### config.mk
export PLATFORM = sky130hd
export DESIGN_NAME = pps_top
export DESIGN_NICKNAME = d
export VERILOG_FILES = /design/src/hw/pps_pkg.sv /design/src/hw/pps_top.sv /design/src/hw/pps_sync3.sv /design/src/hw/pps_port.sv
export SDC_FILE = /design/constraint.sdc
export NUM_CORES = 1
export LEC_CHECK = 0
export BUFFER_PORTS_ARGS = -buffer_cell sky130_fd_sc_hd__buf_2
export CAP_MARGIN = 40
export CORE_MARGIN = 10
export CORE_UTILIZATION = 49
export CTS_CLUSTER_SIZE = 25
export DETAILED_ROUTE_END_ITERATION = 8
export PLACE_DENSITY = 0.77
export SYNTH_ARGS = -nofsm -noshare
export SYNTH_HDL_FRONTEND = slang
export SYNTH_HIERARCHICAL = 1
export SYNTH_SLANG_ARGS = --single-unit
### constraint.sdc
create_clock -name i_clock -period 1.66 [get_ports i_clock]
set_input_delay 0.166 -clock i_clock [delete_from_list [all_inputs] [get_ports i_clock]]
set_output_delay 0.166 -clock i_clock [all_outputs]
set_load 0.01 [all_outputs]
### src/hw/pps_pkg.sv
// constants for downstream port power and strap capture, ports 3 and 4
// assumes a single 125 MHz clock and decoded SMBus/OTP byte writes
package pps_pkg;

  // register addresses
  localparam logic [15:0] DPS_ADDR       = 16'h4134;
  localparam logic [15:0] PORT_CFG_ADDR  = 16'h4135;
  localparam logic [15:0] STATUS_ADDR    = 16'h4136;

  // reset values and encodings
  localparam logic [7:0]  DPS_RESET      = 8'hc1;
  localparam logic [7:0]  DPS_ENABLE     = 8'h41;
  localparam logic [7:0]  PORT_CFG_RESET = 8'h00;
  localparam logic [7:0]  UNMAPPED_DATA  = 8'h00;

  // port_mode_cfg field positions
  localparam int CFG_COMBINED_LSB = 0;   // bits 1:0, port 3 then port 4
  localparam int CFG_FIXED_LSB    = 2;   // bits 3:2, non-removable per port
  localparam int CFG_LOCAL_USE    = 4;   // local supply detect in use

  // port_power_status field positions
  localparam int STS_SELF_POWERED = 0;
  localparam int STS_DYNAMIC      = 1;
  localparam int STS_CONFIG_DONE  = 2;
  localparam int STS_CHARGE_LSB   = 3;   // bits 4:3
  localparam int STS_OVERCUR_LSB  = 5;   // bits 6:5

  // timing
  localparam int CLOCK_PERIOD_PS  = 8000;
  localparam int CONFIG_TIME_NS   = 1000;
  localparam int CONFIG_CYCLES    = (CONFIG_TIME_NS * 1000 + CLOCK_PERIOD_PS - 1) / CLOCK_PERIOD_PS;
  localparam int BLANK_TIME_NS    = 64;
  localparam int BLANK_CYCLES     = (BLANK_TIME_NS * 1000 + CLOCK_PERIOD_PS - 1) / CLOCK_PERIOD_PS;

  // synchroniser lane order
  localparam int SYN_EXT_RESET = 0;
  localparam int SYN_LOCAL     = 1;
  localparam int SYN_PIN3      = 2;
  localparam int SYN_PIN4      = 3;
  localparam int SYN_SENSE3    = 4;
  localparam int SYN_SENSE4    = 5;
  localparam int SYN_FIXED_LSB = 6;     // lanes 7:6
  localparam int SYN_WIDTH     = 8;

  typedef enum logic [1:0] {
    PPS_STANDBY,
    PPS_CONFIG,
    PPS_RUN
  } pps_state_t;

endpackage

### src/hw/pps_top.sv
// port power control and configuration strap capture for downstream ports 3 and 4
// assumes decoded SMBus byte accesses and OTP load writes on the same clock
`timescale 1ns/1ps
module pps_top
  import pps_pkg::*;
(
  // clock and power-on reset
  input  wire logic        i_clock,
  input  wire logic        i_rst_b,
  // external chip reset pin, asynchronous
  input  wire logic        i_ext_reset_b,
  // port 3 shared power enable / strap pin
  input  wire logic        i_port3_power_enable,
  output logic             o_port3_power_enable,
  output logic             o_port3_power_enable_oe,
  input  wire logic        i_port3_overcurrent_sense_b,
  // port 4 shared power enable / strap pin
  input  wire logic        i_port4_power_enable,
  output logic             o_port4_power_enable,
  output logic             o_port4_power_enable_oe,
  input  wire logic        i_port4_overcurrent_sense_b,
  // supply detect and fixed port straps
  input  wire logic        i_local_supply_detect,
  input  wire logic [1:0]  i_fixed_port_straps,
  // hub core requests and status
  input  wire logic [1:0]  i_port_power_request,
  output logic      [1:0]  o_port_charge_enable,
  output logic      [1:0]  o_port_overcurrent,
  output logic      [1:0]  o_port_fixed,
  output logic             o_self_powered,
  output logic             o_dynamic_power_active,
  output logic             o_config_done,
  // SMBus register access
  input  wire logic        i_smb_wr,
  input  wire logic        i_smb_rd,
  input  wire logic [15:0] i_smb_addr,
  input  wire logic [7:0]  i_smb_wdata,
  output logic      [7:0]  o_smb_rdata,
  output logic             o_smb_rvalid,
  // OTP load writes
  input  wire logic        i_otp_wr,
  input  wire logic [15:0] i_otp_addr,
  input  wire logic [7:0]  i_otp_wdata
);

  localparam logic [SYN_WIDTH-1:0] SYN_RESET = 8'h31;  // idle levels: reset pin, sense lines high
  localparam logic [9:0]           CFG_LAST  = 10'(CONFIG_CYCLES - 1);

  pps_state_t       state;
  pps_state_t       next_state;
  logic [9:0]       cfg_count;
  logic             cfg_end;
  logic [SYN_WIDTH-1:0] syn_in;
  logic [SYN_WIDTH-1:0] syn;
  logic             ext_reset_prev;
  logic             ext_rise;

  logic [7:0]       dynamic_power_switch_cfg;
  logic [7:0]       port_mode_cfg;
  logic             wr_en;
  logic [15:0]      wr_addr;
  logic [7:0]       wr_data;
  logic             dynamic_on;
  logic             local_use;

  logic [1:0]       charge_strap;
  logic [1:0]       fixed_strap;
  logic             supply_capture;
  logic             run;
  logic [1:0]       power_on;
  logic [1:0]       overcurrent;
  logic [7:0]       status;

  // all pin inputs cross into the clock domain through one filter bank
  always_comb begin
    syn_in                              = '0;
    syn_in[SYN_EXT_RESET]               = i_ext_reset_b;
    syn_in[SYN_LOCAL]                   = i_local_supply_detect;
    syn_in[SYN_PIN3]                    = i_port3_power_enable;
    syn_in[SYN_PIN4]                    = i_port4_power_enable;
    syn_in[SYN_SENSE3]                  = i_port3_overcurrent_sense_b;
    syn_in[SYN_SENSE4]                  = i_port4_overcurrent_sense_b;
    syn_in[SYN_FIXED_LSB+1:SYN_FIXED_LSB] = i_fixed_port_straps;
  end

  pps_sync3 #(
    .WIDTH     (SYN_WIDTH),
    .RESET_VAL (SYN_RESET)
  ) u_sync (
    .i_clock (i_clock),
    .i_rst_b (i_rst_b),
    .i_async (syn_in),
    .o_sync  (syn)
  );

  // external reset edge detect; starts at the idle level so no false edge follows reset
  always_ff @(posedge i_clock) begin
    if (!i_rst_b) begin
      ext_reset_prev <= 1'b1;
    end else begin
      ext_reset_prev <= syn[SYN_EXT_RESET];
    end
  end

  assign ext_rise = syn[SYN_EXT_RESET] && !ext_reset_prev;

  // sequencing: standby while the pin is low, configuration window on release
  always_comb begin
    next_state = state;
    unique case (state)
      PPS_STANDBY: begin
        if (ext_rise) begin
          next_state = PPS_CONFIG;
        end
      end
      PPS_CONFIG: begin
        if (!syn[SYN_EXT_RESET] && ext_reset_prev) begin
          next_state = PPS_STANDBY;
        end else if (cfg_end) begin
          next_state = PPS_RUN;
        end
      end
      PPS_RUN: begin
        if (!syn[SYN_EXT_RESET] && ext_reset_prev) begin
          next_state = PPS_STANDBY;
        end
      end
    endcase
  end

  // power-on reset enters configuration directly so straps are taken at POR
  always_ff @(posedge i_clock) begin
    if (!i_rst_b) begin
      state <= PPS_CONFIG;
    end else begin
      state <= next_state;
    end
  end

  // configuration window length; pins are released for its whole span
  always_ff @(posedge i_clock) begin
    if (!i_rst_b || state != PPS_CONFIG) begin
      cfg_count <= 10'h000;
    end else if (!cfg_end) begin
      cfg_count <= cfg_count + 10'h001;
    end
  end

  assign cfg_end = (state == PPS_CONFIG) && (cfg_count == CFG_LAST);
  assign run     = (state == PPS_RUN);

  // strap capture at the end of the window, after the filter has settled
  always_ff @(posedge i_clock) begin
    if (!i_rst_b) begin
      charge_strap   <= 2'b00;
      fixed_strap    <= 2'b00;
      supply_capture <= 1'b0;
    end else if (cfg_end) begin
      charge_strap   <= {syn[SYN_PIN4], syn[SYN_PIN3]};
      fixed_strap    <= syn[SYN_FIXED_LSB+1:SYN_FIXED_LSB];
      supply_capture <= syn[SYN_LOCAL];
    end
  end

  // SMBus wins a same-cycle clash with an OTP load write
  always_comb begin
    if (i_smb_wr) begin
      wr_en   = 1'b1;
      wr_addr = i_smb_addr;
      wr_data = i_smb_wdata;
    end else begin
      wr_en   = i_otp_wr;
      wr_addr = i_otp_addr;
      wr_data = i_otp_wdata;
    end
  end

  // configuration registers keep their values across the external reset
  always_ff @(posedge i_clock) begin
    if (!i_rst_b) begin
      dynamic_power_switch_cfg <= DPS_RESET;
    end else if (wr_en && wr_addr == DPS_ADDR) begin
      dynamic_power_switch_cfg <= wr_data;
    end
  end

  always_ff @(posedge i_clock) begin
    if (!i_rst_b) begin
      port_mode_cfg <= PORT_CFG_RESET;
    end else if (wr_en && wr_addr == PORT_CFG_ADDR) begin
      port_mode_cfg <= wr_data;
    end
  end

  // any value other than the enable code leaves switching off
  assign dynamic_on = (dynamic_power_switch_cfg == DPS_ENABLE);
  assign local_use  = port_mode_cfg[CFG_LOCAL_USE];

  // self-powered status: frozen capture, or live filtered detect when dynamic
  always_ff @(posedge i_clock) begin
    if (!i_rst_b) begin
      o_self_powered <= 1'b0;
    end else if (run && dynamic_on) begin
      o_self_powered <= syn[SYN_LOCAL];
    end else if (run) begin
      o_self_powered <= supply_capture;
    end else begin
      o_self_powered <= 1'b0;
    end
  end

  // non-removable state: registers only when the shared pin is supply detect
  always_ff @(posedge i_clock) begin
    if (!i_rst_b) begin
      o_port_fixed <= 2'b00;
    end else if (local_use) begin
      o_port_fixed <= port_mode_cfg[CFG_FIXED_LSB+1:CFG_FIXED_LSB];
    end else begin
      o_port_fixed <= fixed_strap;
    end
  end

  // charging is advertised only once running, and only where strapped on
  always_ff @(posedge i_clock) begin
    if (!i_rst_b) begin
      o_port_charge_enable <= 2'b00;
    end else begin
      o_port_charge_enable <= run ? charge_strap : 2'b00;
    end
  end

  always_ff @(posedge i_clock) begin
    if (!i_rst_b) begin
      o_dynamic_power_active <= 1'b0;
      o_config_done          <= 1'b0;
    end else begin
      o_dynamic_power_active <= dynamic_on;
      o_config_done          <= run;
    end
  end

  // port 3 power and sense
  pps_port u_port3 (
    .i_clock         (i_clock),
    .i_rst_b         (i_rst_b),
    .i_run           (run),
    .i_combined      (port_mode_cfg[CFG_COMBINED_LSB]),
    .i_power_request (i_port_power_request[0]),
    .i_pin_sync      (syn[SYN_PIN3]),
    .i_sense_b_sync  (syn[SYN_SENSE3]),
    .o_pin           (o_port3_power_enable),
    .o_pin_oe        (o_port3_power_enable_oe),
    .o_power_on      (power_on[0]),
    .o_overcurrent   (overcurrent[0])
  );

  // port 4 power and sense
  pps_port u_port4 (
    .i_clock         (i_clock),
    .i_rst_b         (i_rst_b),
    .i_run           (run),
    .i_combined      (port_mode_cfg[CFG_COMBINED_LSB+1]),
    .i_power_request (i_port_power_request[1]),
    .i_pin_sync      (syn[SYN_PIN4]),
    .i_sense_b_sync  (syn[SYN_SENSE4]),
    .o_pin           (o_port4_power_enable),
    .o_pin_oe        (o_port4_power_enable_oe),
    .o_power_on      (power_on[1]),
    .o_overcurrent   (overcurrent[1])
  );

  assign o_port_overcurrent = overcurrent;

  // read-only status word
  always_comb begin
    status                                      = 8'h00;
    status[STS_SELF_POWERED]                    = o_self_powered;
    status[STS_DYNAMIC]                         = dynamic_on;
    status[STS_CONFIG_DONE]                     = run;
    status[STS_CHARGE_LSB+1:STS_CHARGE_LSB]     = charge_strap;
    status[STS_OVERCUR_LSB+1:STS_OVERCUR_LSB]   = overcurrent;
    status[7]                                   = |power_on;
  end

  // reads answer one cycle after the strobe; unmapped addresses read zero
  always_ff @(posedge i_clock) begin
    if (!i_rst_b) begin
      o_smb_rdata  <= 8'h00;
      o_smb_rvalid <= 1'b0;
    end else begin
      o_smb_rvalid <= i_smb_rd;
      if (i_smb_rd) begin
        unique case (i_smb_addr)
          DPS_ADDR:      o_smb_rdata <= dynamic_power_switch_cfg;
          PORT_CFG_ADDR: o_smb_rdata <= port_mode_cfg;
          STATUS_ADDR:   o_smb_rdata <= status;
          default:       o_smb_rdata <= UNMAPPED_DATA;
        endcase
      end
    end
  end

endmodule

### src/hw/pps_sync3.sv
// three-stage synchroniser with agreement filter for pin inputs
// assumes asynchronous inputs; output moves only when stages two and three agree
`timescale 1ns/1ps
module pps_sync3 #(
  parameter int                 WIDTH     = 1,
  parameter logic [WIDTH-1:0]   RESET_VAL = '0
) (
  // clock and reset
  input  wire logic             i_clock,
  input  wire logic             i_rst_b,
  // asynchronous in, filtered out
  input  wire logic [WIDTH-1:0] i_async,
  output logic      [WIDTH-1:0] o_sync
);

  logic [WIDTH-1:0] stage1;
  logic [WIDTH-1:0] stage2;
  logic [WIDTH-1:0] stage3;

  // stage1 feeds stage2 only, never the filter
  always_ff @(posedge i_clock) begin
    if (!i_rst_b) begin
      stage1 <= RESET_VAL;
      stage2 <= RESET_VAL;
      stage3 <= RESET_VAL;
    end else begin
      stage1 <= i_async;
      stage2 <= stage1;
      stage3 <= stage2;
    end
  end

  // per lane: accept a change once it has held two samples
  always_ff @(posedge i_clock) begin
    if (!i_rst_b) begin
      o_sync <= RESET_VAL;
    end else begin
      for (int i = 0; i < WIDTH; i++) begin
        if (stage2[i] == stage3[i]) begin
          o_sync[i] <= stage2[i];
        end
      end
    end
  end

endmodule

### src/hw/pps_port.sv
// one downstream port: power enable pin drive and over-current detection
// assumes synchronised pin and sense levels from the top level
`timescale 1ns/1ps
module pps_port
  import pps_pkg::*;
(
  // clock and reset
  input  wire logic i_clock,
  input  wire logic i_rst_b,
  // control from top
  input  wire logic i_run,
  input  wire logic i_combined,
  input  wire logic i_power_request,
  // synchronised pin levels
  input  wire logic i_pin_sync,
  input  wire logic i_sense_b_sync,
  // pin drive and status
  output logic      o_pin,
  output logic      o_pin_oe,
  output logic      o_power_on,
  output logic      o_overcurrent
);

  localparam logic [3:0] BLANK_LOAD = 4'(BLANK_CYCLES);

  logic       power_on;
  logic       next_power_on;
  logic [3:0] blank;
  logic       raw_fault;

  // an over-current latch removes power until the hub drops the request
  always_comb begin
    next_power_on = i_run && i_power_request && !o_overcurrent;
  end

  always_ff @(posedge i_clock) begin
    if (!i_rst_b) begin
      power_on <= 1'b0;
    end else begin
      power_on <= next_power_on;
    end
  end

  // pin drive: released outside run so the strap can be read
  always_ff @(posedge i_clock) begin
    if (!i_rst_b || !i_run) begin
      o_pin    <= 1'b0;
      o_pin_oe <= 1'b0;
    end else if (i_combined) begin
      o_pin    <= 1'b0;
      o_pin_oe <= !next_power_on;
    end else begin
      o_pin    <= next_power_on;
      o_pin_oe <= 1'b1;
    end
  end

  // pull-up needs time to lift the pin after release; mask that window
  always_ff @(posedge i_clock) begin
    if (!i_rst_b || !power_on) begin
      blank <= BLANK_LOAD;
    end else if (blank != 4'h0) begin
      blank <= blank - 4'h1;
    end
  end

  always_comb begin
    if (i_combined) begin
      raw_fault = !i_pin_sync;
    end else begin
      raw_fault = !i_sense_b_sync;
    end
  end

  // sticky fault, cleared when the request is withdrawn
  always_ff @(posedge i_clock) begin
    if (!i_rst_b || !i_run) begin
      o_overcurrent <= 1'b0;
    end else if (power_on && blank == 4'h0 && raw_fault) begin
      o_overcurrent <= 1'b1;
    end else if (!i_power_request) begin
      o_overcurrent <= 1'b0;
    end
  end

  assign o_power_on = power_on;

endmodule

# After elaboration in Yosys (flattened, before gate mapping)
# Cells that the tools add are included.
word_totals:
  in_bits: 63
  reg_bits: 98
classes:
  eq_ne: 23
  n_addsub: 3
  reduce_logical: 42
  muxes: 20
op_table:
  columns: ["operator", "count"]
  rows:
  - ["$eq A16 B15 Y1 const B", 5]
  - ["$pmux W8 S3", 1]
  - ["$mux W16", 1]
  - ["$logic_and A1 B1 Y1", 14]
  - ["$logic_not A1 Y1", 14]
  - ["$mux W1", 11]
  - ["$add A10 B1 Y10 const B", 1]
  - ["$eq A10 B7 Y1 const B", 1]
  - ["$mux W2", 5]
  - ["$eq A1 B1 Y1", 8]
  - ["$eq A8 B7 Y1 const B", 1]
  - ["$logic_not A4 Y1", 2]
  - ["$mux W8", 1]
  - ["$ne A2 B1 Y1 const B", 4]
  - ["$reduce_bool A4 Y1", 2]
  - ["$sub A4 B1 Y4 const B", 2]
  - ["$pmux W2 S3", 1]
  - ["$reduce_or A2 Y1", 3]
  - ["$logic_or A1 B1 Y1", 4]
  - ["$ne A3 B3 Y1 const B", 1]
  - ["$reduce_and A3 Y1", 1]
  - ["$eq A2 B1 Y1 const B", 1]
  - ["$eq A2 B2 Y1 const B", 1]
  - ["$logic_not A2 Y1", 1]
  - ["2 further kinds", 2]

# Longest topological paths before layout
# Gate-level depths: netlist (run 1).
depth:
  word_depth: 5
  mapped_depth: 7

# By module
# Netlist (run 1), hierarchy kept.
modules_own_cells:
  columns: ["module", "n_inst", "cells_each", "area_per_inst_um2"]
  rows:
  - ["pps_top", 1, 269, 2461.1]
  - ["pps_sync3", 1, 83, 942.2]
  - ["pps_port", 2, 34, 329.1]

# Worst setup path before layout (run 1)
# OpenSTA, ideal clock, no wires.
synth_timing:
  path_kind: "register -> register"
  start: "register cfg_count[0]"
  end: "register state[1]"
  arrival_ns: 1.497
  path_stages_with_launch: 8
  setup_slack_ns: 0.031
  required_time_ns: 1.528
  n_path_buf: 0
  synth_period_minus_slack_ns: 1.629
  path_cell_list: "dfxtp_1 -> inv_1 -> ha_1 -> nor4b_4 -> and3_2 -> a221oi_2 -> nand3b_1 -> a21oi_1"
synth_between:
  elab_chain_cells: 4
synth_lines:
  columns: ["item", "line_no", "source"]
  rows:
  - ["from (decl)", "pps_top.sv:51", "logic [9:0] cfg_count;"]
  - ["from (signal assigned)", "pps_top.sv:145", "cfg_count <= cfg_count + 10'h001;"]
  - ["$eq A10 B7 Y1", "pps_top.sv:149", "assign cfg_end = (state == PPS_CONFIG) && (cfg_count == CFG_LAST);"]
  - ["$logic_and A1 B1 Y1", "pps_top.sv:149", null]
  - ["$ne A3 B3 Y1 (no line)", null, null]
  - ["$reduce_and A3 Y1 (no line)", null, null]
  - ["to (signal assigned)", "pps_top.sv:136", "state <= next_state;"]
  - ["to (decl)", "pps_top.sv:49", "pps_state_t state;"]
# No other way between the ends.
# A chain may end at the register's enable or synchronous reset.

# Worst setup path after layout (run 1)
layout_timing:
  start: "register cfg_count[1]"
  end: "register fixed_strap[1]"
layout_between:
  elab_chain_cells: 2
layout_lines:
  columns: ["item", "line_no", "source"]
  rows:
  - ["$eq A10 B7 Y1", "pps_top.sv:149", null]
  - ["$logic_and A1 B1 Y1", "pps_top.sv:149", null]
  - ["to (signal assigned)", "pps_top.sv:160", "fixed_strap <= syn[SYN_FIXED_LSB+1:SYN_FIXED_LSB];"]
  - ["to (decl)", "pps_top.sv:67", "logic [1:0] fixed_strap;"]
# No other way between the ends.

==> results of run 1 <==
==> metal layers <==
metal	up-vias	wire, um	GRT usage
met1	1502	4151	0.1671
li1	1660	-	-
met3	13	512	0.04491
met4	0	159	0.05998
met5	-	0	0
met2	88	4168	0.2319
==> synthesized netlist by cell type (2+ instances only) <==
cell / instances / share of area
a211oi_2: 2 / 0.0062
nor3_1: 12 / 0.015
or2b_1: 5 / 0.0092
and3_1: 6 / 0.0092
nor2b_1: 12 / 0.018
o21ai_1: 3 / 0.0037
a21o_1: 2 / 0.0037
a31oi_1: 3 / 0.0046
inv_1: 13 / 0.012
o21ai_0: 12 / 0.015
ha_1: 9 / 0.028
nor4b_1: 4 / 0.0086
dfxtp_1: 98 / 0.48
nor4b_2: 2 / 0.0074
nor3b_1: 2 / 0.0037
xnor2_1: 3 / 0.0065
or3b_1: 2 / 0.0043
mux2i_1: 29 / 0.071
mux2_2: 9 / 0.025
and4bb_2: 2 / 0.0062
nor2_1: 36 / 0.033
nand3_1: 8 / 0.0099
a211o_1: 2 / 0.0043
xor2_1: 9 / 0.019
a21oi_1: 21 / 0.026
o211ai_1: 5 / 0.0092
o22ai_1: 2 / 0.0031
clkbuf_1: 7 / 0.0065
nand2_1: 39 / 0.036
and4_1: 2 / 0.0043
buf_2: 4 / 0.0049
and2_1: 19 / 0.029
buf_4: 3 / 0.0055
nand2b_1: 9 / 0.014
or3_1: 2 / 0.0031
nand2_4: 2 / 0.0055
nand4_1: 6 / 0.0092
==> where the power goes <==
part | leakage [uW] | switching [uW] | internal, uW
Sequential | 0.000796 | 40.5 | 2420
Clock | 0.0000814 | 794 | 578
Combinational | 0.00135 | 358 | 336
==> layout make-up <==
type / instances / area [um2] / share of cell area
timing repair buffer: 106 / 609.3 / 0.1236
clock buffer: 11 / 141.4 / 0.02869
inverter: 13 / 48.80 / 0.009901
clock inverter: 4 / 28.78 / 0.005839
sequential: 98 / 1964 / 0.3986
multi-input combinational: 293 / 2004 / 0.4067
tap: 105 / 131.4 / 0.02666
==> registers in the layout, indices dropped and copies added, names as in the netlist, 2 cells and up <==
register                  cells
o_port_charge_enable          2
cfg_count                    10
o_port_fixed                  2
state                         2
u_sync/stage3                 8
u_port4/blank                 4
charge_strap                  2
u_sync/stage1                 8
u_sync/o_sync                 8
u_port3/blank                 4
u_sync/stage2                 8
port_mode_cfg                 8
o_smb_rdata                   8
dynamic_power_switch_cfg      8
fixed_strap                   2
==> final timing paths <==
path | from | endpoint | cells past startpoint
min | i_port_power_request[1] | u_port4/o_pin_oe$_SDFF_PP0_ | 2
max | cfg_count[1]$_SDFFE_PP0N_ | fixed_strap[1]$_SDFFE_PN0P_ | 8
max reg2reg | cfg_count[1]$_SDFFE_PP0N_ | fixed_strap[1]$_SDFFE_PN0P_ | 8
min reg2reg | u_sync/stage1[0]$_SDFF_PN1_ | u_sync/stage2[0]$_SDFF_PN1_ | 1
==> critical path: stages, from the launching register on <==
cell	delay [ns]
dfxtp_2	0.33
inv_1	0.08
ha_4	0.12
nor4b_4	0.23
buf_4	0.18
nand4_4	0.11
buf_6	0.18
mux2i_1	0.14
nor2_1	0.05
==> logic make-up after synthesis <==
| kind of cell | after synthesis | synth area share |
|---|---|---|
| AND/OR/NAND/NOR | 176 | 0.2437 |
| flip-flops | 98 | 0.4831 |
| AO/OA/AOI/OAI | 58 | 0.09026 |
| multiplexers | 38 | 0.09643 |
| buffers and inverters | 29 | 0.03296 |
| XOR/XNOR | 12 | 0.02588 |
| adder cells (fa/ha/maj) | 9 | 0.02773 |
==> what timing repair did <==
item | CTS | global route
hold endpoints to repair | 8 | 0
pin swaps | 1 | 3
buffers inserted | 0 | 3
hold buffers | 8 | 0
endpoints found under the setup margin | 1 | 10
gates resized for setup | 2 | 9
==> per-stage QoR <==
step	TNS, ns	cells	cell area (um2)
3_5_place_dp	-0.01350	604	4611
4_1_cts	0	627	4876
6_report	0	630	4928
2_1_floorplan	0	420	4061
5_1_grt	-0.1033	630	4928
3_3_place_gp	0	604	4611
==> run_results.csv, run 1 <==
group,metric,value,unit
global_route,antenna_found_initial,0,
detailed_routing,drt_iter0_markers,107,
global_route,overflow,0,
die,initial_utilization,0.4993,
synth,synthFlopType,"dfxtp_1",
final_layout,syn_to_final_growth,21.35,%
critical_path,endpoint_kind,"flop",
pwr,power.density,919.3,mW/mm2
synth,synth-edff-count,0,
clock_network,path_clk_slew,0.09,ns
sta,fin_crit_sh,0.9445,
final_layout,final_cell_mix,"dfxtp_1, buf_2, nand2_1, nor2_1, mux2i_1",
sta,layout_min_cycle_time,1.568,ns
sta,slew-limit-headroom,0.6046,
final_layout,fin_util,0.6059,
detailed_routing,remaining_drc_errors,0,
clock_network,htree_num_levels,3,
hold_path,worstHoldPathType,"in2reg",
detailed_routing,wire_per_inst,14.27,um
synth,avgSynthCellArea,9.670,um2
synth,ys_seq_elements,98,
sta,fmax,0.6378,GHz
global_route,grt_max_degree,21,
pwr,max-vdd-ir-drop,0.0005937,V
critical_path,critPathKind,"reg2reg",
clock_network,cts_sinks,98,
critical_path,worst-path-max-fanout,6,
detailed_routing,first_pass_iters,4,
synth,syn_area,0.004061,mm2
global_route,grtUsageTotal,0.1417,
clock_network,tritoncts,"yes",
die,num_rows,33,
die,ios,85,
critical_path,cp-start-kind,"flop",
sta,worst_pin_slew,0.5924,ns
job,maxCapViolations,0,
die,fp.dieW,111.0,um
detailed_routing,vias_per_cell,5.179,
clock_network,root_buffer,"clkbuf_8",
synth,async_flop_share,0,
clock_network,clock_path_buffers,2,
detailed_routing,drt_wl_total,8.992,mm
critical_path,cp_data_required_time,1.89,ns
place,dp_hpwl,6.841,mm
critical_path,r2r_setup_slack,0.09,ns
status,status,"finished, final reports clean",
synth,synth_cells,420,
place,io_buffers,84,
die,die_h,111.0,um
sta,hold_viol,0,
detailed_routing,num_vias,3263,
sta,hold_ws,0.03644,ns
synth,synth_nets,492,
sta,fin_worst_skew,0.01116,ns
global_route,first_global_vias,3225,
final_layout,fin_nets,593,
synth,synth_cell_type_count,51,
pwr,finalPower,4531,uW
sta,setup_ws,0.09215,ns
critical_path,arrival,1.80,ns
synth,synth-seq-area-share,0.4831,
synth,yosys_warnings,6,
final_layout,fillers,728,
final_layout,diodes,0,
clock_network,clock_latency,0.37,ns
global_route,grt_pass1_wl,14.66,mm
pwr,p_leak,0.002224,uW
place,place_ws,-0.01350,ns
place,gp_congestion,0.8250,
final_layout,mostFrequentLayoutCell,"dfxtp_1",
sta,setup_viol,0,
die,fp.dieArea,0.01233,mm2
die,core,0.008134,mm2
clock_network,numCtsBuffers,9,
detailed_routing,antenna_left,0,
sta,maxSlewViolCount,0,
final_layout,drive_above_1_share,0.2629,
Power figures use the tool's default switching activity.
==> inputs of run 2 (changes only) <==
--- a/config.mk
+++ b/config.mk
@@ -12,6 +12,7 @@
 export CTS_CLUSTER_SIZE = 25
 export DETAILED_ROUTE_END_ITERATION = 8
 export PLACE_DENSITY = 0.77
+export REMOVE_ABC_BUFFERS = 1
 export SYNTH_ARGS = -nofsm -noshare
 export SYNTH_HDL_FRONTEND = slang
 export SYNTH_HIERARCHICAL = 1
==> run 2 against run 1 <==
Wire length up 1.5%; clock skew down 0.0056 ns; combinational power down 5.3%; largest power group unchanged; flip-flop and latch count unchanged; first-iteration DRC count up 53%.
==> run_results.csv, run 2 (synthesis gave the netlist of run 1 again) <==
group,metric,value,unit
job,maxCapViolations,0,
clock_network,tritoncts,"yes",
pwr,p_sw,1188,uW
die,fp.dieW,111.0,um
detailed_routing,remaining_drc_errors,0,
critical_path,endpoint_kind,"flop",
place,place_ws,0.01832,ns
sta,layout_min_cycle_time,1.555,ns
clock_network,htree_num_levels,3,
final_layout,mostFrequentLayoutCell,"dfxtp_1",
pwr,max-vdd-ir-drop,0.0003906,V
sta,setup_viol,0,
pwr,power_frac_seq,0.526,
final_layout,stdcell_area,0.004967,mm2
sta,worst_pin_slew,0.4690,ns
sta,setup_ws,0.1045,ns
clock_network,clock_path_buffers,2,
global_route,antenna_found_initial,0,
global_route,overflow,0,
detailed_routing,antenna_left,0,
global_route,grtUsageTotal,0.1474,
detailed_routing,vias_per_cell,5.147,
sta,rsz0062_at_grt,"false",
final_layout,final_cell_mix,"dfxtp_1, buf_2, nand2_1, nor2_1, mux2i_1",
detailed_routing,drt_iter0_markers,164,
sta,final.setup.tns,0,ns
global_route,first_global_vias,3371,
detailed_routing,wire_per_inst,14.44,um
clock_network,numCtsBuffers,9,
global_route,grt_max_degree,27,
die,fp.dieArea,0.01233,mm2
final_layout,drive_above_1_share,0.2638,
detailed_routing,num_vias,3253,
die,die_h,111.0,um
sta,fin_worst_skew,0.005577,ns
sta,maxSlewViolCount,0,
die,num_rows,33,
critical_path,worst-path-max-fanout,3,
final_layout,fin_nets,594,
pwr,p_leak,0.002240,uW
clock_network,cts_sinks,98,
place,gp_congestion,0.7871,
final_layout,syn_to_final_growth,22.30,%
die,initial_utilization,0.4993,
hold_path,worstHoldPathType,"in2reg",
critical_path,cp-start-kind,"flop",
detailed_routing,first_pass_iters,4,
clock_network,clock_latency,0.36,ns
final_layout,largest_reg_flops,10,
final_layout,diodes,0,
detailed_routing,drt_wl_total,9.127,mm
die,ios,85,
final_layout,largest-register,"cfg_count",
pwr,swShare,0.2543,
clock_network,root_buffer,"clkbuf_8",
sta,slew-limit-headroom,0.6867,
critical_path,arrival,1.80,ns
sta,fmax,0.6429,GHz
pwr,finalPower,4674,uW
die,core,0.008134,mm2
sta,fin_crit_sh,0.9370,
clock_network,path_clk_slew,0.09,ns
pwr,p_comb_frac,0.140,
pwr,p_int,3485,uW
place,io_buffers,84,
critical_path,critPathKind,"reg2reg",
pwr,pwr-share-clk,0.333,
place,dp_hpwl,6.838,mm
pwr,power.density,940.9,mW/mm2
status,status,"finished, final reports clean",
global_route,grt_pass1_wl,15.49,mm
critical_path,cp_data_required_time,1.91,ns
place,place_area,0.004646,mm2
sta,hold_viol,0,
[run 2: power by group through the flow]
stage,logic [uW],registers (uW),clock network [uW]
2_1_floorplan,325,2520,0
5_1_grt,735,2470,1680
6_report,656,2460,1560
3_5_place_dp,582,2510,0
3_3_place_gp,562,2510,0
4_1_cts,597,2460,1590
[run 2: worst paths after layout]
check | endpoint | slack [ns] | cells past startpoint | startpoint
hold reg to reg | u_sync/stage2[4]$_SDFF_PN1_ | 0.41 | 1 | u_sync/stage1[4]$_SDFF_PN1_
setup / recovery | cfg_count[1]$_SDFFE_PP0N_ | 0.10 | 7 | cfg_count[0]$_SDFFE_PP0N_
hold / removal | u_port4/o_pin_oe$_SDFF_PP0_ | 0.01 | 2 | i_port_power_request[1]
setup reg to reg | cfg_count[1]$_SDFFE_PP0N_ | 0.10 | 7 | cfg_count[0]$_SDFFE_PP0N_
[run 2: metal layers]
metal  up-vias  wire length (um)  GRT usage
met5         -                 0          0
met4         0               196    0.06512
met3        13               520    0.04167
met2        88              4340     0.2465
met1      1491              4070     0.1714
li1       1661                 -          -
[run 2: layout make-up]
| class | count | area (um2) |
|---|---|---|
| sequential | 98 | 1963 |
| clock inverter | 5 | 62.56 |
| clock buffer | 11 | 141.4 |
| inverter | 13 | 48.80 |
| multi-input combinational | 293 | 1993 |
| tap | 105 | 131.4 |
| timing repair buffer | 107 | 626.9 |
| fill | 672 | 3167 |
[run 2: stage by stage]
step                instances    util  hold slack [ns]
floorplan                 404       -           0.2390
global placement          607  0.5711           0.3527
detailed placement        607  0.5711           0.3524
CTS                       630  0.6048         0.004440
global route              632  0.6107         0.008727
finish                    632  0.6107          0.01452
[run 2: timing repair]
| item | 4_1_cts | 5_1_grt |
|---|---|---|
| hold buffers | 7 | 0 |
| resized for setup | 0 | 7 |
| hold endpoints to repair | 7 | 0 |
| setup buffers | 0 | 2 |
| endpoints found under the setup margin | 0 | 11 |
[run 2: worst max-delay path, cell delays in order, from the launching register on]
cell and delay, ns:
dfxtp_2 0.33, inv_2 0.06, ha_1 0.14, nor4b_4 0.29, and3_4 0.27, buf_4 0.12
mux2i_1 0.18, nor2_1 0.05
